File: src/cssp_regs.vh
// register offsets, field positions, reset values and timing for the clocked serial shift port
`ifndef CSSP_REGS_VH
`define CSSP_REGS_VH
// register offsets (4-bit address space)
`define CSSP_ADDR_MODE      4'h0
`define CSSP_ADDR_PORTA     4'h1
`define CSSP_ADDR_PORTC     4'h2
`define CSSP_ADDR_DATA      4'h3
`define CSSP_ADDR_STATUS    4'h4
`define CSSP_ADDR_CMD       4'h5
// port control A: transfer mode select in bits 1:0
`define CSSP_XFER_RECV      2'h2
`define CSSP_XFER_BOTH      2'h3
`define CSSP_XFER_CLKOUT    2'h0
// serial mode register: clock source select in bits 3:0
`define CSSP_CLK_EXTERNAL   4'hF
// port control C bits
`define CSSP_PC_DIV4_BIT    0
`define CSSP_PC_IDLE_BIT    1
// status bits
`define CSSP_ST_DONE_BIT    0
// command bits
`define CSSP_CMD_START_BIT  0
// reset values
`define CSSP_MODE_RESET     4'h0
`define CSSP_PORTA_RESET    2'h0
`define CSSP_PORTC_RESET    2'h0
// internal transfer clock timing: system clocks per prescaler tick
`define CSSP_PRESCALE_DIV   8'h04
`endif

File: src/cssp_shift_port.v
// clocked serial shift port: 8-bit synchronous shifter with state machine and register port
//
// Overview of operation
// - mode field 10 selects receive only
// - mode field 11 selects transmit and receive
// - mode field 00 with internal clock gives continuous clock only
// - clock source 1111 selects external clock
// - mode register write reinitialises, start wait
// - start instruction enters clock wait state
// - first falling clock edge enters transfer
// - shift right, input at MSB, out LSB
// - eight clocks clear counter, set done flag
// - external clock: byte end returns to clock wait
// - internal clock: byte end stops, start wait
// - mode write mid-transfer aborts and sets flag
// - idle level write drives output immediately
// - after transfer output holds transmitted MSB
// - idle level ignored on output during transfer
// - internal mode drives clock pin output
// - divide select picks prescale by 2 or 4
// - continuous clock runs until mode write
// - eighth pulse ends byte, next edge restarts
// - leaving transfer via mode write sets flag
// - done flag cleared only by software zero
`timescale 1ns/1ps
`include "cssp_regs.vh"

module cssp_shift_port (
    // clock and reset
    input  wire       sys_clk,
    input  wire       nrst,
    // register port
    input  wire [3:0] regAddr,
    input  wire [7:0] regWdata,
    input  wire       regWrite,
    input  wire       regRead,
    output reg  [7:0] regRdata,
    // serial clock pin, active low, two-way
    input  wire       serClkIn,
    output reg        serClkOut,
    output reg        serClkOe,
    // serial data pins
    input  wire       serDataIn,
    output reg        serDataOut,
    output reg        serDataOe
);

    // port states
    localparam [1:0] ST_START_WAIT = 2'h0;
    localparam [1:0] ST_CLOCK_WAIT = 2'h1;
    localparam [1:0] ST_TRANSFER   = 2'h2;
    localparam [1:0] ST_CONT_CLOCK = 2'h3;

    // control registers
    reg [3:0] serialModeReg;
    reg [1:0] transferModeReg;
    reg       idleLevelReg;
    reg       divideSelReg;
    reg [7:0] shiftReg;
    reg [2:0] bitCountReg;
    reg       doneFlagReg;
    reg [1:0] stateReg;
    // pin synchronisers
    reg       clkSync1Reg;
    reg       clkSync2Reg;
    reg       clkPrevReg;
    reg       dinSync1Reg;
    reg       dinSync2Reg;
    // internal clock generation
    reg [7:0] prescaleReg;
    reg [1:0] divPhaseReg;
    reg       intClkReg;

    // decoded strobes
    wire modeWrite  = regWrite && (regAddr == `CSSP_ADDR_MODE);
    wire portAWrite = regWrite && (regAddr == `CSSP_ADDR_PORTA);
    wire portCWrite = regWrite && (regAddr == `CSSP_ADDR_PORTC);
    wire dataWrite  = regWrite && (regAddr == `CSSP_ADDR_DATA);
    wire statWrite  = regWrite && (regAddr == `CSSP_ADDR_STATUS);
    wire startCmd   = regWrite && (regAddr == `CSSP_ADDR_CMD)
                      && regWdata[`CSSP_CMD_START_BIT];
    wire extClock   = (serialModeReg == `CSSP_CLK_EXTERNAL);
    wire transmitOn = transferModeReg[0];
    wire receiveOn  = transferModeReg[1];

    // internal clock is high during its first half, so an edge train starts with a fall
    wire prescaleTick = (prescaleReg == (`CSSP_PRESCALE_DIV - 8'h01));
    wire divEnd       = divideSelReg ? (divPhaseReg == 2'h1) : (divPhaseReg == 2'h0);
    wire intRunning   = (stateReg == ST_TRANSFER) || (stateReg == ST_CONT_CLOCK)
                        || (stateReg == ST_CLOCK_WAIT);
    wire intToggle    = !extClock && intRunning && prescaleTick && divEnd;
    wire intFall      = intToggle && intClkReg;
    wire intRise      = intToggle && !intClkReg;

    // selected clock edges
    wire extFall  = clkPrevReg && !clkSync2Reg;
    wire extRise  = !clkPrevReg && clkSync2Reg;
    wire clkFall  = extClock ? extFall : intFall;
    wire clkRise  = extClock ? extRise : intRise;
    // the eighth falling edge wraps the counter to zero, so its rising edge ends the byte
    wire byteDone = (stateReg == ST_TRANSFER) && clkRise && (bitCountReg == 3'h0);

    // pin synchronisers: first stage feeds only the second
    always @(posedge sys_clk or negedge nrst)
    begin
        if (!nrst)
        begin
            clkSync1Reg <= 1'b1;
            clkSync2Reg <= 1'b1;
            clkPrevReg  <= 1'b1;
            dinSync1Reg <= 1'b0;
            dinSync2Reg <= 1'b0;
        end
        else
        begin
            clkSync1Reg <= serClkIn;
            clkSync2Reg <= clkSync1Reg;
            clkPrevReg  <= clkSync2Reg;
            dinSync1Reg <= serDataIn;
            dinSync2Reg <= dinSync1Reg;
        end
    end

    // prescaler and divide-by-2/4 stage; restarts whenever the clock is stopped
    always @(posedge sys_clk or negedge nrst)
    begin
        if (!nrst)
        begin
            prescaleReg <= 8'h00;
            divPhaseReg <= 2'h0;
            intClkReg   <= 1'b1;
        end
        else if (!intRunning || modeWrite)
        begin
            prescaleReg <= 8'h00;
            divPhaseReg <= 2'h0;
            intClkReg   <= 1'b1;
        end
        else if (prescaleTick)
        begin
            prescaleReg <= 8'h00;
            divPhaseReg <= divEnd ? 2'h0 : divPhaseReg + 2'h1;
            if (intToggle)
                intClkReg <= !intClkReg;
        end
        else
        begin
            prescaleReg <= prescaleReg + 8'h01;
        end
    end

    // configuration registers
    always @(posedge sys_clk or negedge nrst)
    begin
        if (!nrst)
        begin
            serialModeReg   <= `CSSP_MODE_RESET;
            transferModeReg <= `CSSP_PORTA_RESET;
            idleLevelReg    <= 1'b0;
            divideSelReg    <= 1'b0;
        end
        else
        begin
            if (modeWrite)
                serialModeReg <= regWdata[3:0];
            if (portAWrite)
                transferModeReg <= regWdata[1:0];
            if (portCWrite)
            begin
                idleLevelReg <= regWdata[`CSSP_PC_IDLE_BIT];
                divideSelReg <= regWdata[`CSSP_PC_DIV4_BIT];
            end
        end
    end

    // port state machine, bit counter and done flag
    always @(posedge sys_clk or negedge nrst)
    begin
        if (!nrst)
        begin
            stateReg    <= ST_START_WAIT;
            bitCountReg <= 3'h0;
            doneFlagReg <= 1'b0;
        end
        else
        begin
            // software clear first, so a same-cycle hardware set wins
            if (statWrite && !regWdata[`CSSP_ST_DONE_BIT])
                doneFlagReg <= 1'b0;
            if (modeWrite)
            begin
                // mode write reinitialises from any state
                stateReg    <= ST_START_WAIT;
                bitCountReg <= 3'h0;
                if (stateReg == ST_TRANSFER)
                    doneFlagReg <= 1'b1;
            end
            else
            begin
                case (stateReg)
                    ST_START_WAIT:
                    begin
                        if (startCmd)
                            stateReg <= ST_CLOCK_WAIT;
                    end
                    ST_CLOCK_WAIT:
                    begin
                        if (clkFall)
                        begin
                            if (!extClock && transferModeReg == `CSSP_XFER_CLKOUT)
                                stateReg <= ST_CONT_CLOCK;
                            else
                            begin
                                stateReg    <= ST_TRANSFER;
                                bitCountReg <= 3'h1;
                            end
                        end
                    end
                    ST_TRANSFER:
                    begin
                        if (startCmd)
                        begin
                            stateReg    <= ST_CLOCK_WAIT;
                            bitCountReg <= 3'h0;
                            doneFlagReg <= 1'b1;
                        end
                        else if (byteDone)
                        begin
                            bitCountReg <= 3'h0;
                            doneFlagReg <= 1'b1;
                            stateReg    <= extClock ? ST_CLOCK_WAIT
                                                    : ST_START_WAIT;
                        end
                        else if (clkFall)
                            bitCountReg <= bitCountReg + 3'h1;
                    end
                    ST_CONT_CLOCK:
                    begin
                        stateReg <= ST_CONT_CLOCK;
                    end
                    default:
                    begin
                        stateReg <= ST_START_WAIT;
                    end
                endcase
            end
        end
    end

    // shift register: loaded by software, shifts right on rising clock edges
    always @(posedge sys_clk or negedge nrst)
    begin
        if (!nrst)
            shiftReg <= 8'h00;
        else if (dataWrite && stateReg != ST_TRANSFER)
            shiftReg <= regWdata;
        else if (stateReg == ST_TRANSFER && clkRise)
            shiftReg <= {receiveOn ? dinSync2Reg : shiftReg[0], shiftReg[7:1]};
    end

    // serial data output: idle level, or lsb while shifting out
    always @(posedge sys_clk or negedge nrst)
    begin
        if (!nrst)
        begin
            serDataOut <= 1'b0;
            serDataOe  <= 1'b0;
        end
        else
        begin
            serDataOe <= transmitOn;
            if (stateReg == ST_TRANSFER)
            begin
                // in transfer the idle level write has no effect on the pin
                if (transmitOn && clkFall)
                    serDataOut <= shiftReg[0];
            end
            else if (portCWrite)
                serDataOut <= regWdata[`CSSP_PC_IDLE_BIT];
            else if (stateReg == ST_CLOCK_WAIT && transmitOn && clkFall)
                serDataOut <= shiftReg[0];
            // otherwise the last driven bit, the byte's MSB, stays put
        end
    end

    // clock pin: driven only with the internal source
    always @(posedge sys_clk or negedge nrst)
    begin
        if (!nrst)
        begin
            serClkOut <= 1'b1;
            serClkOe  <= 1'b0;
        end
        else
        begin
            serClkOe  <= !extClock;
            serClkOut <= intClkReg;
        end
    end

    // register read data, one cycle after the strobe
    always @(posedge sys_clk or negedge nrst)
    begin
        if (!nrst)
            regRdata <= 8'h00;
        else if (regRead)
        begin
            case (regAddr)
                `CSSP_ADDR_MODE:   regRdata <= {4'h0, serialModeReg};
                `CSSP_ADDR_PORTA:  regRdata <= {6'h00, transferModeReg};
                `CSSP_ADDR_PORTC:  regRdata <= {6'h00, idleLevelReg, divideSelReg};
                `CSSP_ADDR_DATA:   regRdata <= shiftReg;
                `CSSP_ADDR_STATUS: regRdata <= {2'b00, bitCountReg, stateReg, doneFlagReg};
                default:           regRdata <= 8'h00;
            endcase
        end
        else
            regRdata <= 8'h00;
    end

endmodule

File: config.mk
export PLATFORM = sky130hd
export DESIGN_NAME = cssp_shift_port
export DESIGN_NICKNAME = d
export VERILOG_FILES = /design/src/cssp_shift_port.v
export VERILOG_INCLUDE_DIRS = /design/src /design/src/src
export SDC_FILE = /design/constraint.sdc
export NUM_CORES = 1
export LEC_CHECK = 0
export BUFFER_PORTS_ARGS = -buffer_cell sky130_fd_sc_hd__buf_2
export CAP_MARGIN = 20
export CORE_MARGIN = 8
export CORE_UTILIZATION = 45
export CTS_BUF_LIST = sky130_fd_sc_hd__clkbuf_4 sky130_fd_sc_hd__clkbuf_8
export DETAILED_ROUTE_END_ITERATION = 10
export PLACE_DENSITY_LB_ADDON = 0.1
export SYNTH_ARGS = -nofsm -noshare
export SYNTH_HDL_FRONTEND = slang
export SYNTH_SLANG_ARGS = --single-unit
File: constraint.sdc
create_clock -name sys_clk -period 3.2 [get_ports sys_clk]
set_clock_uncertainty 0.15 [all_clocks]
set_input_delay 0.16 -clock sys_clk [delete_from_list [all_inputs] [get_ports sys_clk]]
set_output_delay 0.16 -clock sys_clk [all_outputs]
set_load 0.02 [all_outputs]
After elaboration in Yosys (flattened, before gate mapping)
Cells that the tools add are included.
{"block": "op_classes", "addsub": 3, "n_eq_ne": 18, "muxes": 41, "reduce_logical": 45}
{"cell": "$mux 8", "count": 5}
{"cell": "$pmux 8 s5", "count": 1}
{"cell": "$logic_and 1x1->1", "count": 22}
{"cell": "$mux 1", "count": 19}
{"cell": "$mux 3", "count": 6}
{"cell": "$mux 2", "count": 8}
{"cell": "$ne 3x3->1 const B", "count": 3}
{"cell": "$add 8x1->8 const B", "count": 1}
{"cell": "$eq 4x2->1 const B", "count": 2}
{"cell": "$eq 4x3->1 const B", "count": 2}
{"cell": "$eq 8x2->1 const B", "count": 1}
{"cell": "$pmux 2 s4", "count": 1}
{"cell": "$logic_not 1->1", "count": 6}
{"cell": "$logic_not 2->1", "count": 3}
{"cell": "$pmux 3 s2", "count": 1}
{"cell": "$reduce_bool 2->1", "count": 3}
{"cell": "$reduce_bool 3->1", "count": 2}
{"cell": "$ne 5x5->1 const B", "count": 1}
{"cell": "$eq 2x1->1 const B", "count": 2}
{"cell": "$eq 2x2->1 const B", "count": 2}
{"cell": "$eq 4x1->1 const B", "count": 1}
{"cell": "$eq 4x4->1 const B", "count": 1}
{"cell": "$logic_not 4->1", "count": 1}
{"cell": "$ne 4x4->1 const B", "count": 1}
{"cell": "9 further kinds", "count": 12}
{"block": "word_totals", "reg_bits": 50, "in_bits": 18}

Longest topological paths before layout
Gate-level depths: netlist of the first run.
{"block": "depth", "ltp_word": 14, "mapped_depth": 7, "depth_no_buf": 7}

Worst setup path before layout of the first run
Ideal clock, no wire load.
{"block": "synth_timing", "path_type": "register -> register", "from": "register divPhaseReg[0]", "to": "register shiftReg[6]", "setup_time_ns": 0.126, "arrival_ns": 1.774, "setup_slack_ns": 1.150, "path_stages_with_launch": 8, "n_path_buf": 0, "path_cell_list": "dfrtp_1 -> inv_1 -> ha_1 -> mux2_2 -> and4_1 -> a21oi_2 -> nor2_1 -> a221o_1"}
{"block": "synth_via", "elab_chain_len": 7}
{"item": "start: declaration", "line_no": "cssp_shift_port.v:71", "text": "reg [1:0] divPhaseReg;"}
{"item": "start signal: assignment", "line_no": "cssp_shift_port.v:142", "text": "divPhaseReg <= divEnd ? 2'h0 : divPhaseReg + 2'h1;"}
{"item": "$eq 2x1->1 / $logic_not 2->1 (equally long branches)", "line_no": "cssp_shift_port.v:88", "text": "wire divEnd = divideSelReg ? (divPhaseReg == 2'h1) : (divPhaseReg == 2'h0);"}
{"item": "$mux 1 *", "line_no": "cssp_shift_port.v:88"}
{"item": "$logic_and 1x1->1 *", "line_no": "cssp_shift_port.v:91", "text": "wire intToggle = !extClock && intRunning && prescaleTick && divEnd;"}
{"item": "$logic_and 1x1->1 *", "line_no": "cssp_shift_port.v:93", "text": "wire intRise = intToggle && !intClkReg;"}
{"item": "$mux 1 *", "line_no": "cssp_shift_port.v:99", "text": "wire clkRise = extClock ? extRise : intRise;"}
{"item": "$logic_and 1x1->1 *", "line_no": "cssp_shift_port.v:257", "text": "else if (stateReg == ST_TRANSFER && clkRise)"}
{"item": "$reduce_bool 2->1 (no source line) *"}
{"item": "end signal: assignment", "line_no": "cssp_shift_port.v:256", "text": "shiftReg <= regWdata;"}
{"item": "end signal: assignment", "line_no": "cssp_shift_port.v:258", "text": "shiftReg <= {receiveOn ? dinSync2Reg : shiftReg[0], shiftReg[7:1]};"}
{"item": "end: declaration", "line_no": "cssp_shift_port.v:59", "text": "reg [7:0] shiftReg;"}
Every way passes the cells marked *; elsewhere a longest branch is shown, timed or not.
A chain may end at the register's enable or synchronous reset.

Worst setup path after layout of the first run
{"block": "layout_timing", "from": "register stateReg[1]", "to": "register shiftReg[1]"}
{"block": "layout_via", "elab_chain_len": 10}
{"item": "start: declaration", "line_no": "cssp_shift_port.v:62", "text": "reg [1:0] stateReg;"}
{"item": "start signal: assignment", "line_no": "cssp_shift_port.v:231", "text": "stateReg <= extClock ? ST_CLOCK_WAIT"}
{"item": "$eq 2x2->1, on equally long branches", "line_no": "cssp_shift_port.v:89, cssp_shift_port.v:257"}
{"item": "$logic_or 1x1->1", "line_no": "cssp_shift_port.v:89", "text": "wire intRunning = (stateReg == ST_TRANSFER) || (stateReg == ST_CONT_CLOCK)"}
{"item": "$logic_or 1x1->1", "line_no": "cssp_shift_port.v:90", "text": "|| (stateReg == ST_CLOCK_WAIT);"}
{"item": "$logic_and 1x1->1 (3 in series)", "line_no": "cssp_shift_port.v:91"}
{"item": "$logic_and 1x1->1", "line_no": "cssp_shift_port.v:93"}
{"item": "$mux 1", "line_no": "cssp_shift_port.v:99"}
{"item": "$logic_and 1x1->1", "line_no": "cssp_shift_port.v:257"}
{"item": "$reduce_bool 2->1 (no source line)"}
Several ways; a longest one is shown, not always the timed one.

==> impl_metrics.tcl, run 1 <==
set metrics [dict create \
    period_share_pct 70.5 \
    seq_power_share_pct 51.0 \
    finalWirelength_um 6110 \
    worstSetupEndpointType "register" \
    dp_hpwl_um 4590 \
    syn-cell-area_um2 2570 \
    synthTopCellsByCount "dfrtp_1 (45), nor2_1 (29), nand2_1 (28)" \
    finalPower_mw 1.91 \
    antenna_found_initial 0 \
    placed_cell_area_um2 2780 \
    synth_warnings 0 \
    ys_ff_latch 50 \
    final_core_util_pct 53.9 \
    critical_path_peak_fanout 12 \
    drt_first_pass_iters 4 \
    ys_seq_area_share_pct 48.9 \
    syn_avg_cell_area_um2 9.98 \
    core_area_um2 5510 \
    grt_pass1_vias 2003 \
    ios 30 \
    yosys.area.top_type "dfrtp_1" \
    die_area_um2 8400 \
    hp-class "input pin to register" \
    min_from "regWdata[5]" \
    setup_viol 0 \
    floorplan.rows 27 \
    required_ns 3.24 \
    nNetsFinal 322 \
    fp.dieW_um 91.6 \
    worstSetupPathType "register to register" \
    p_clk_share_pct 18.1 \
    cts.clk_slew.worst_paths_ns 0.09 \
    p_switching_mw 0.711 \
    finalHoldViolations 0 \
    tightest_slew_ns 0.944 \
    postSynth.asyncResetShare_pct 100 \
    initial_utilization_pct 46.7 \
    post-cts-setup-buffers 0 \
    cts_resized 0 \
    power_density_nw_per_um2 641 \
    synth_fp_nets 281 \
    switching_share_pct 37.3 \
    place.port_buffers 29 \
    vias 2055 \
    p_comb_share_pct 30.9 \
    startpoint "stateReg[1]$_DFFE_PN0P_" \
    place_congestion 0.914 \
    internal-power_mw 1.19 \
    synthTopCellsByArea "dfrtp_1 (44%), dfstp_2 (5.1%), nor2_1 (4.2%)" \
    min_path_cells 3 \
    grt_remaining_overflow 0 \
    synth-main-ff-cell "dfrtp_1" \
    p_leak_nw 1.31 \
    yosysMostFrequentCell "dfrtp_1" \
    synth_edf_count 0 \
    post_drt_via_cell_ratio 5.54 \
    outcome "completed" \
    cts_buffer_depth 2 \
    synthCells 258 \
    min_period_ns 2.25 \
    cts_root_buf "clkbuf_8" \
    grt_use_total_pct 15.6 \
    drc 0 \
    detail-route-antenna-nets 0 \
    drive_gt1_share_pct 19.7 \
    arrival_ns 2.30 \
    tns_ns 0 \
    areaGrowthSynthToFinish_pct 15.4 \
    fmax_ghz 0.443 \
    clk_latency_ns 0.30 \
    wire_per_inst_um 16.5 \
    peakVddDrop_uv 354 \
    r2r-start "stateReg[1]$_DFFE_PN0P_" \
    synth_top_area_share_pct 43.8 \
    reg2reg_depth 5 \
    grt_max_degree 31 \
    diodes 0 \
    h-tree-depth 2 \
    critPathLaunchType "register" \
    max-slew-margin-rel_pct 36.9 \
    cts_made_buffers 5 \
    die_h_um 91.6 \
    synth.distinct_cells 59 \
    grt_pass1_wl_um 10500 \
    ctsHoldBuffers 11 \
    cap_violations 0 \
    dr.first_iter.drc_count 143 \
    cts_tree "yes" \
    rsz0062_at_grt "false" \
    clkSinkCount 50 \
    final_cell_area_um2 2970 \
    slew_violations 0 \
]
==> kinds of logic after synthesis <==
kind of cell	Yosys count	share of synthesized area, %
AND/OR/NAND/NOR	113	23.6
multiplexers	8	3.35
buffers and inverters	14	2.48
AO/OA/AOI/OAI	61	16.9
adder cells (fa/ha/maj)	5	2.43
XOR/XNOR	7	2.38
flip-flops	50	48.9
==> per-stage QoR <==
step / hold slack [ns] / cells / setup WS [ns]
4_1_cts: 0.0364 / 371 / 0.929
3_5_place_dp: 0.0875 / 353 / 0.930
2_1_floorplan: -0.286 / 258 / 1.15
6_report: 0.0487 / 371 / 0.945
3_3_place_gp: 0.0860 / 353 / 0.957
5_1_grt: 0.0645 / 371 / 0.758
==> cells in the final DEF (no fill, tap or decap), types with 2 or more instances in the layout <==
cell type,n
a22o_1,3
nor2_1,29
and2_1,5
nor2b_1,6
clkbuf_8,5
a211oi_1,3
xnor2_1,5
or3b_1,2
o21a_1,2
nand2_1,28
nand3_1,8
inv_1,6
clkinv_2,2
and4_1,2
a221o_1,2
a211o_1,2
dlygate4sd3_1,11
o21ai_0,16
and3_1,7
mux2_2,5
o31a_1,2
or2_2,2
nand2b_1,6
a22oi_1,4
ha_1,5
nor3_1,6
dfstp_2,5
a21oi_1,6
xor2_1,2
mux2i_1,3
a31oi_1,3
dfrtp_1,45
nand4_1,2
o211ai_1,4
a222oi_1,2
buf_2,29
==> path summary, 6_finish.rpt <==
path | end | slack (ns)
setup / recovery | shiftReg[1]$_DFFE_PN0P_ | 0.95
hold / removal | shiftReg[5]$_DFFE_PN0P_ | 0.05
setup reg to reg | shiftReg[1]$_DFFE_PN0P_ | 0.95
hold reg to reg | dinSync2Reg$_DFF_PN0_ | 0.21
max in group asynchronous | clkSync1Reg$_DFF_PN1_ | 1.84
min in group asynchronous | prescaleReg[6]$_DFF_PN0_ | 0.27
==> state kept, by name (all words and copies together), names as in the netlist, 2 cells and up <==
name,count
stateReg,2
serialModeReg,4
divPhaseReg,2
prescaleReg,8
shiftReg,8
bitCountReg,3
regRdata,8
transferModeReg,2
==> critical path: stages, from the launching register on <==
cell,delay (ns)
dfrtp_1,0.58
nand2b_1,0.37
or3_4,0.48
o31a_1,0.15
and3_1,0.19
a211o_1,0.22
==> cell type report <==
| type | count | area (um2) |
|---|---|---|
| Tap cell | 72 | 90.1 |
| Fill cell | 508 | 2540 |
| Inverter | 7 | 28.8 |
| Multi-Input combinational cell | 194 | 1250 |
| Clock inverter | 2 | 10.0 |
| Timing Repair Buffer | 41 | 263 |
| Sequential cell | 50 | 1260 |
| Clock buffer | 5 | 68.8 |
==> power groups by stage <==
stage	sequential [mW]	combinational, mW	clock, mW
global route	0.999	0.670	0.386
global placement	0.982	0.575	0
finish	0.971	0.589	0.345
floorplan	0.921	0.447	0
CTS	0.971	0.594	0.362
detailed placement	0.983	0.579	0
==> metal layers <==
layer | up-vias | GRT usage [%] | wire [um]
met4 | 0 | 5.05 | 72
met5 | - | 0 | 0
li1 | 1015 | - | -
met1 | 975 | 21.9 | 2840
met2 | 58 | 22.6 | 2710
met3 | 7 | 3.99 | 483
No activity file was read; power rests on OpenSTA's default activity.
==> run 2: changes to the inputs <==
--- a/config.mk
+++ b/config.mk
@@ -6,6 +6,7 @@
 export SDC_FILE = /design/constraint.sdc
 export NUM_CORES = 1
 export LEC_CHECK = 0
+export ABC_AREA = 1
 export BUFFER_PORTS_ARGS = -buffer_cell sky130_fd_sc_hd__buf_2
 export CAP_MARGIN = 20
 export CORE_MARGIN = 8
==> constraint.sdc (replaced) <==
create_clock -name sys_clk -period 2.3 [get_ports sys_clk]
set_clock_uncertainty 0.15 [all_clocks]
set_input_delay 0.115 -clock sys_clk [delete_from_list [all_inputs] [get_ports sys_clk]]
set_output_delay 0.115 -clock sys_clk [all_outputs]
set_load 0.02 [all_outputs]
==> run 2 against run 1 <==
Against the previous run: largest cell class unchanged; sequential share of layout area is essentially flat; clock-buffer cell count grew 2; synthesized cell count grew 10%; largest power group unchanged; sequential power grew 30%.
==> impl_metrics.tcl, run 2 <==
set metrics [dict create \
    instances_no_fill 404 \
    place.port_buffers 29 \
    fmax_ghz 0.525 \
    vias 2006 \
    setup_ws_ns 0.397 \
    cts_buffer_depth 2 \
    slew_violations 0 \
    clk_latency_ns 0.29 \
    hp-class "input pin to register" \
    min_period_ns 1.90 \
    rsz0062_at_grt "false" \
    max-slew-margin-rel_pct 78.3 \
    grt_use_total_pct 14.2 \
    grt_remaining_overflow 0 \
    yosys.area.top_type "dfrtp_1" \
    synthCells 284 \
    crit_buf_inv 2 \
    layout_common_cells "nand2_1 (60), dfrtp_1 (45), inv_1 (34)" \
    pre_cts_slack_ns 0.405 \
    grt_pass1_vias 2025 \
    tightest_slew_ns 0.324 \
    cap_violations 0 \
    nNetsFinal 355 \
    required_ns 2.34 \
    synth_top_area_share_pct 44.6 \
    syn-cell-area_um2 2520 \
    hold_ws_ns 0.0370 \
    tns_ns 0 \
    setup_viol 0 \
    slowest_delay_ns 0.38 \
    path_cells "inv_1 > ha_1 > inv_1 > o21a_1 > nor2_1 > nand3_1 > nand2_2 > nand2_4 > nand2_4 > o21ai_1 > nand2_1 > o31ai_2" \
    ios 30 \
    detail-route-antenna-nets 0 \
    dr.first_iter.drc_count 88 \
    reg2reg_depth 12 \
    syn_avg_cell_area_um2 8.89 \
    fp.dieW_um 90.9 \
    power_density_nw_per_um2 932 \
    seqCellArea_um2 1260 \
    worstSetupPathType "register to register" \
    synthTopCellsByCount "nand2_1 (60), dfrtp_1 (45), inv_1 (34)" \
    wire_per_inst_um 13.5 \
    postSynth.asyncResetShare_pct 100 \
    synth_warnings 0 \
    die_area_um2 8260 \
    peakVddDrop_uv 544 \
    mostFrequentLayoutCell "nand2_1" \
    yosysMostFrequentCell "nand2_1" \
    reg_top3 "prescaleReg: 8 flops, regRdata: 8 flops, shiftReg: 8 flops" \
    dp_hpwl_um 4140 \
    holdPathEnd "regRdata[5]$_DFF_PN0_" \
    period_share_pct 82.8 \
    finalWirelength_um 5450 \
    place_congestion 0.839 \
    synth-main-ff-cell "dfrtp_1" \
    multi_input_area_um2 1090 \
    critPathLaunchType "register" \
    diodes 0 \
    finalHoldViolations 0 \
    min_path_cells 4 \
    final_core_util_pct 54.3 \
    outcome "completed" \
    ys_ff_latch 50 \
    min_from "regAddr[0]" \
    synth_fp_nets 307 \
    critical_path_peak_fanout 8 \
    core_area_um2 5470 \
    placed_cell_area_um2 2770 \
    ff2ff_setup_slack_ns 0.40 \
    post_drt_via_cell_ratio 4.97 \
    clkSinkCount 50 \
    synth.distinct_cells 41 \
    h-tree-depth 2 \
    cts.clk_slew.worst_paths_ns 0.08 \
    die_h_um 90.9 \
    synth_edf_count 0 \
    grt_max_degree 51 \
    arrival_ns 1.94 \
    final_cell_area_um2 2970 \
    antenna_found_initial 0 \
    drive_gt1_share_pct 23.8 \
    p_leak_nw 1.49 \
    grt_pass1_wl_um 9690 \
    finalPower_mw 2.77 \
    cts_root_buf "clkbuf_8" \
    r2r_end "shiftReg[2]$_DFFE_PN0P_" \
    cts_tree "yes" \
    placed_cells 385 \
    floorplan.rows 27 \
    areaGrowthSynthToFinish_pct 17.7 \
    synthTopCellsByArea "dfrtp_1 (45%), nand2_1 (8.9%), dfstp_2 (5.2%)" \
    cts_made_buffers 5 \
    drc 0 \
    critPathTopFamily "simple AND/OR/NAND/NOR gates" \
    r2r-start "divPhaseReg[0]$_DFFE_PN0P_" \
    drt_first_pass_iters 4 \
    worstSetupEndpointType "register" \
    ys_seq_area_share_pct 49.8 \
    critPathSlowestCell "dfrtp_1" \
    fillerInstances 544 \
    initial_utilization_pct 46.1 \
]
[run 2: cell count changes in the layout (fill, tap and decap cells not counted), moves of 5 or more]
cell	previous run	this run
nor2_2	0	6
nor2_1	29	22
nand2b_1	6	0
and3_1	7	2
nor2b_1	6	0
and2_1	5	0
inv_2	0	6
mux2_2	5	0
nand2_1	28	60
o21ai_1	0	5
nand3_1	8	16
inv_1	6	34
[run 2: final cells by class]
type	count	share of cell area (%)
Sequential cell	50	42.3
Tap cell	72	3.03
Timing Repair Buffer	42	9.60
Multi-Input combinational cell	190	36.5
Clock buffer	7	2.82
Inverter	43	5.72
[run 2: worst max path at each step]
stage,cells past startpoint,endpoint,from
after CTS,12,shiftReg[2]$_DFFE_PN0P_,divPhaseReg[0]$_DFFE_PN0P_
after global placement,12,shiftReg[2]$_DFFE_PN0P_,divPhaseReg[0]$_DFFE_PN0P_
after global routing,12,bitCountReg[1]$_DFFE_PN0P_,prescaleReg[0]$_DFF_PN0_
after floorplan,12,shiftReg[2]$_DFFE_PN0P_,divPhaseReg[0]$_DFFE_PN0P_
after detailed placement,12,shiftReg[2]$_DFFE_PN0P_,divPhaseReg[0]$_DFFE_PN0P_
final,12,shiftReg[2]$_DFFE_PN0P_,divPhaseReg[0]$_DFFE_PN0P_
[run 2: cell families after synthesis]
logic type      Yosys count  synth area share [%]
xor+xnor                  2                 0.694
compound gates           47                  11.7
buf+inv                  44                  7.19
flops                    50                  49.8
fa+ha+maj                 5                  2.48
simple gates            136                  28.1
[run 2: what timing repair did]
| item | CTS | global route |
|---|---|---|
| gates resized for setup | 0 | 0 |
| hold buffers | 12 | 0 |
| endpoints found under the hold margin | 67 | 0 |
| setup buffers | 0 | 0 |
[run 2: worst register-to-register path, cell delays in order, from the launching register on]
cell	delay, ns
dfrtp_1	0.38
inv_1	0.09
ha_1	0.15
inv_1	0.05
o21a_1	0.18
nor2_1	0.11
nand3_1	0.11
nand2_2	0.14
nand2_4	0.11
nand2_4	0.12
o21ai_1	0.08
nand2_1	0.07
o31ai_2	0.06
[run 2: layer usage]
layer | wire length [um] | GRT usage, %
met1 | 2780 | 19.8
met2 | 2360 | 21.4
met3 | 247 | 3.16
met4 | 59 | 4.50
met5 | 0 | 0
[run 2: where the power goes]
| group | switching [mW] | leakage (nW) | internal [mW] |
|---|---|---|---|
| logic | 0.648 | 0.828 | 0.369 |
| clock network | 0.256 | 0.0452 | 0.233 |
| registers | 0.159 | 0.621 | 1.10 |
==> run 3: changes to the inputs <==
--- a/config.mk
+++ b/config.mk
@@ -6,7 +6,7 @@
 export SDC_FILE = /design/constraint.sdc
 export NUM_CORES = 1
 export LEC_CHECK = 0
-export ABC_AREA = 1
+export ABC_AREA = 0
 export BUFFER_PORTS_ARGS = -buffer_cell sky130_fd_sc_hd__buf_2
 export CAP_MARGIN = 20
 export CORE_MARGIN = 8
==> constraint.sdc (replaced) <==
create_clock -name sys_clk -period 1.8 [get_ports sys_clk]
set_clock_uncertainty 0.15 [all_clocks]
set_input_delay 0.09 -clock sys_clk [delete_from_list [all_inputs] [get_ports sys_clk]]
set_output_delay 0.09 -clock sys_clk [all_outputs]
set_load 0.02 [all_outputs]
==> run 3 against run 2 <==
Against the previous run: the run now ends with setup timing left; core utilization rose by 10 points; combinational power rose by 67%; total power rose by 51%; clock power rose by 65%; critical path depth fell by 5; non-clock buffer count rose by 54; via count rose by 16%; hold slack improved by 0.050 ns; largest power group is now combinational logic.
==> impl_metrics.tcl, run 3 (synthesis results as in run 1) <==
set metrics [dict create \
    outcome "finished with violations" \
    violations "setup timing" \
    drt-met1-wl_um 3380 \
    cts_made_buffers 5 \
    critPathLaunchType "register" \
    detail-route-antenna-nets 0 \
    critical_path_peak_fanout 6 \
    slew_violations 0 \
    grt_pass1_vias 2409 \
    dr.first_iter.drc_count 152 \
    fillerInstances 455 \
    worstSetupEndpointType "register" \
    min_period_ns 2.03 \
    h-tree-depth 2 \
    cts_tree "yes" \
    drt_first_pass_iters 7 \
    finalHoldViolations 0 \
    cts_buffer_depth 2 \
    worstSetupPathType "register to register" \
    initial_utilization_pct 46.7 \
    tns_ns -2.02 \
    setup_viol 15 \
    floorplan.rows 27 \
    place.port_buffers 29 \
    die_area_um2 8400 \
    drc 0 \
    die_h_um 91.6 \
    period_share_pct 113 \
    fp.dieW_um 91.6 \
    met2_length_um 3190 \
    placed_cell_area_um2 3170 \
    vias 2318 \
    ios 30 \
    grt_remaining_overflow 0 \
    clk_latency_ns 0.31 \
    routed.top_layer "met4" \
    cts.clk_slew.worst_paths_ns 0.10 \
    nNetsFinal 377 \
    hp-class "input pin to register" \
    arrival_ns 2.08 \
    power_density_nw_per_um2 1170 \
    rsz0062_at_grt "true" \
    grt_max_degree 31 \
    pre_cts_slack_ns -0.218 \
    post_drt_via_cell_ratio 5.43 \
    areaGrowthSynthToFinish_pct 38.5 \
    instances_no_fill 427 \
    p_leak_nw 1.62 \
    setup_ws_ns -0.226 \
    cts_root_buf "clkbuf_8" \
    layout_common_cells "buf_4 (51), dfrtp_1 (45), buf_2 (29)" \
    finalWirelength_um 7030 \
    peakVddDrop_uv 619 \
    place_congestion 0.861 \
    grt_pass1_wl_um 11700 \
    ff2ff_setup_slack_ns -0.23 \
    max-slew-margin-rel_pct 65.7 \
    mostFrequentLayoutCell "buf_4" \
    wire_per_inst_um 16.5 \
    drive_gt1_share_pct 36.9 \
    tightest_slew_ns 0.509 \
    reg_top3 "prescaleReg: 8 flops, regRdata: 8 flops, shiftReg: 8 flops" \
    clkSinkCount 50 \
    core_area_um2 5510 \
    fmax_ghz 0.494 \
    placed_cells 399 \
    dp_hpwl_um 5280 \
    finalPower_mw 4.17 \
    wl_met3_um 382 \
    required_ns 1.86 \
    final_cell_area_um2 3560 \
    cap_violations 0 \
    grt_use_total_pct 17.2 \
    antenna_found_initial 0 \
    diodes 0 \
]
==> run 3: per-layer routing <==
| layer | vias up | track usage, % |
|---|---|---|
| met1 | 1122 | 23.2 |
| li1 | 1123 | - |
| met3 | 7 | 3.67 |
| met4 | 0 | 6.14 |
| met2 | 66 | 26.5 |
| met5 | - | 0 |
==> run 3: worst paths after layout <==
kind,startpoint,to,cells after the start
max in group asynchronous,nrst,intClkReg$_DFFE_PN1P_,3
max reg2reg,prescaleReg[0]$_DFF_PN0_,shiftReg[6]$_DFFE_PN0P_,7
min in group asynchronous,nrst,bitCountReg[1]$_DFFE_PN0P_,2
max,prescaleReg[0]$_DFF_PN0_,shiftReg[6]$_DFFE_PN0P_,7
min reg2reg,dinSync1Reg$_DFF_PN0_,dinSync2Reg$_DFF_PN0_,0
min,regAddr[0],serDataOut$_DFFE_PN0P_,4
==> run 3: timing repair <==
action                     CTS  global route
hold buffers                12             0
gates resized for setup     15             7
pin swaps                   15             8
hold endpoints to repair    69             0
buffers inserted             6             2
setup endpoints to repair   15            17
==> run 3: worst max-delay path, cell delays in order (launching register included) <==
cell and delay, ns:
dfrtp_1 0.39, ha_2 0.19, nor3b_4 0.16, buf_4 0.15, and4_4 0.19, a21oi_4 0.27, nor2_2 0.08, a221o_1 0.34
==> run 3: where the power goes <==
| part | switching [mW] | total [mW] | internal, mW | leakage, nW |
|---|---|---|---|---|
| Clock | 0.393 | 0.806 | 0.414 | 0.0504 |
| Sequential | 0.254 | 1.66 | 1.41 | 0.624 |
| Combinational | 0.879 | 1.70 | 0.826 | 0.944 |
==> run 3: layout make-up <==
cell class | count | area (um2) | area share (%)
Tap cell | 72 | 90.1 | 2.53
Clock inverter | 3 | 45.0 | 1.26
Multi-Input combinational cell | 194 | 1370 | 38.5
Inverter | 7 | 28.8 | 0.808
Sequential cell | 50 | 1260 | 35.3
Clock buffer | 5 | 68.8 | 1.93
Timing Repair Buffer | 96 | 702 | 19.7
==> run 3: stage by stage <==
step / hold slack [ns] / util (%)
2_1_floorplan: -0.356 / -
3_3_place_gp: -0.0626 / 57.6
3_5_place_dp: -0.0573 / 57.6
4_1_cts: 0.0754 / 63.8
5_1_grt: 0.109 / 64.7
6_report: 0.0870 / 64.7
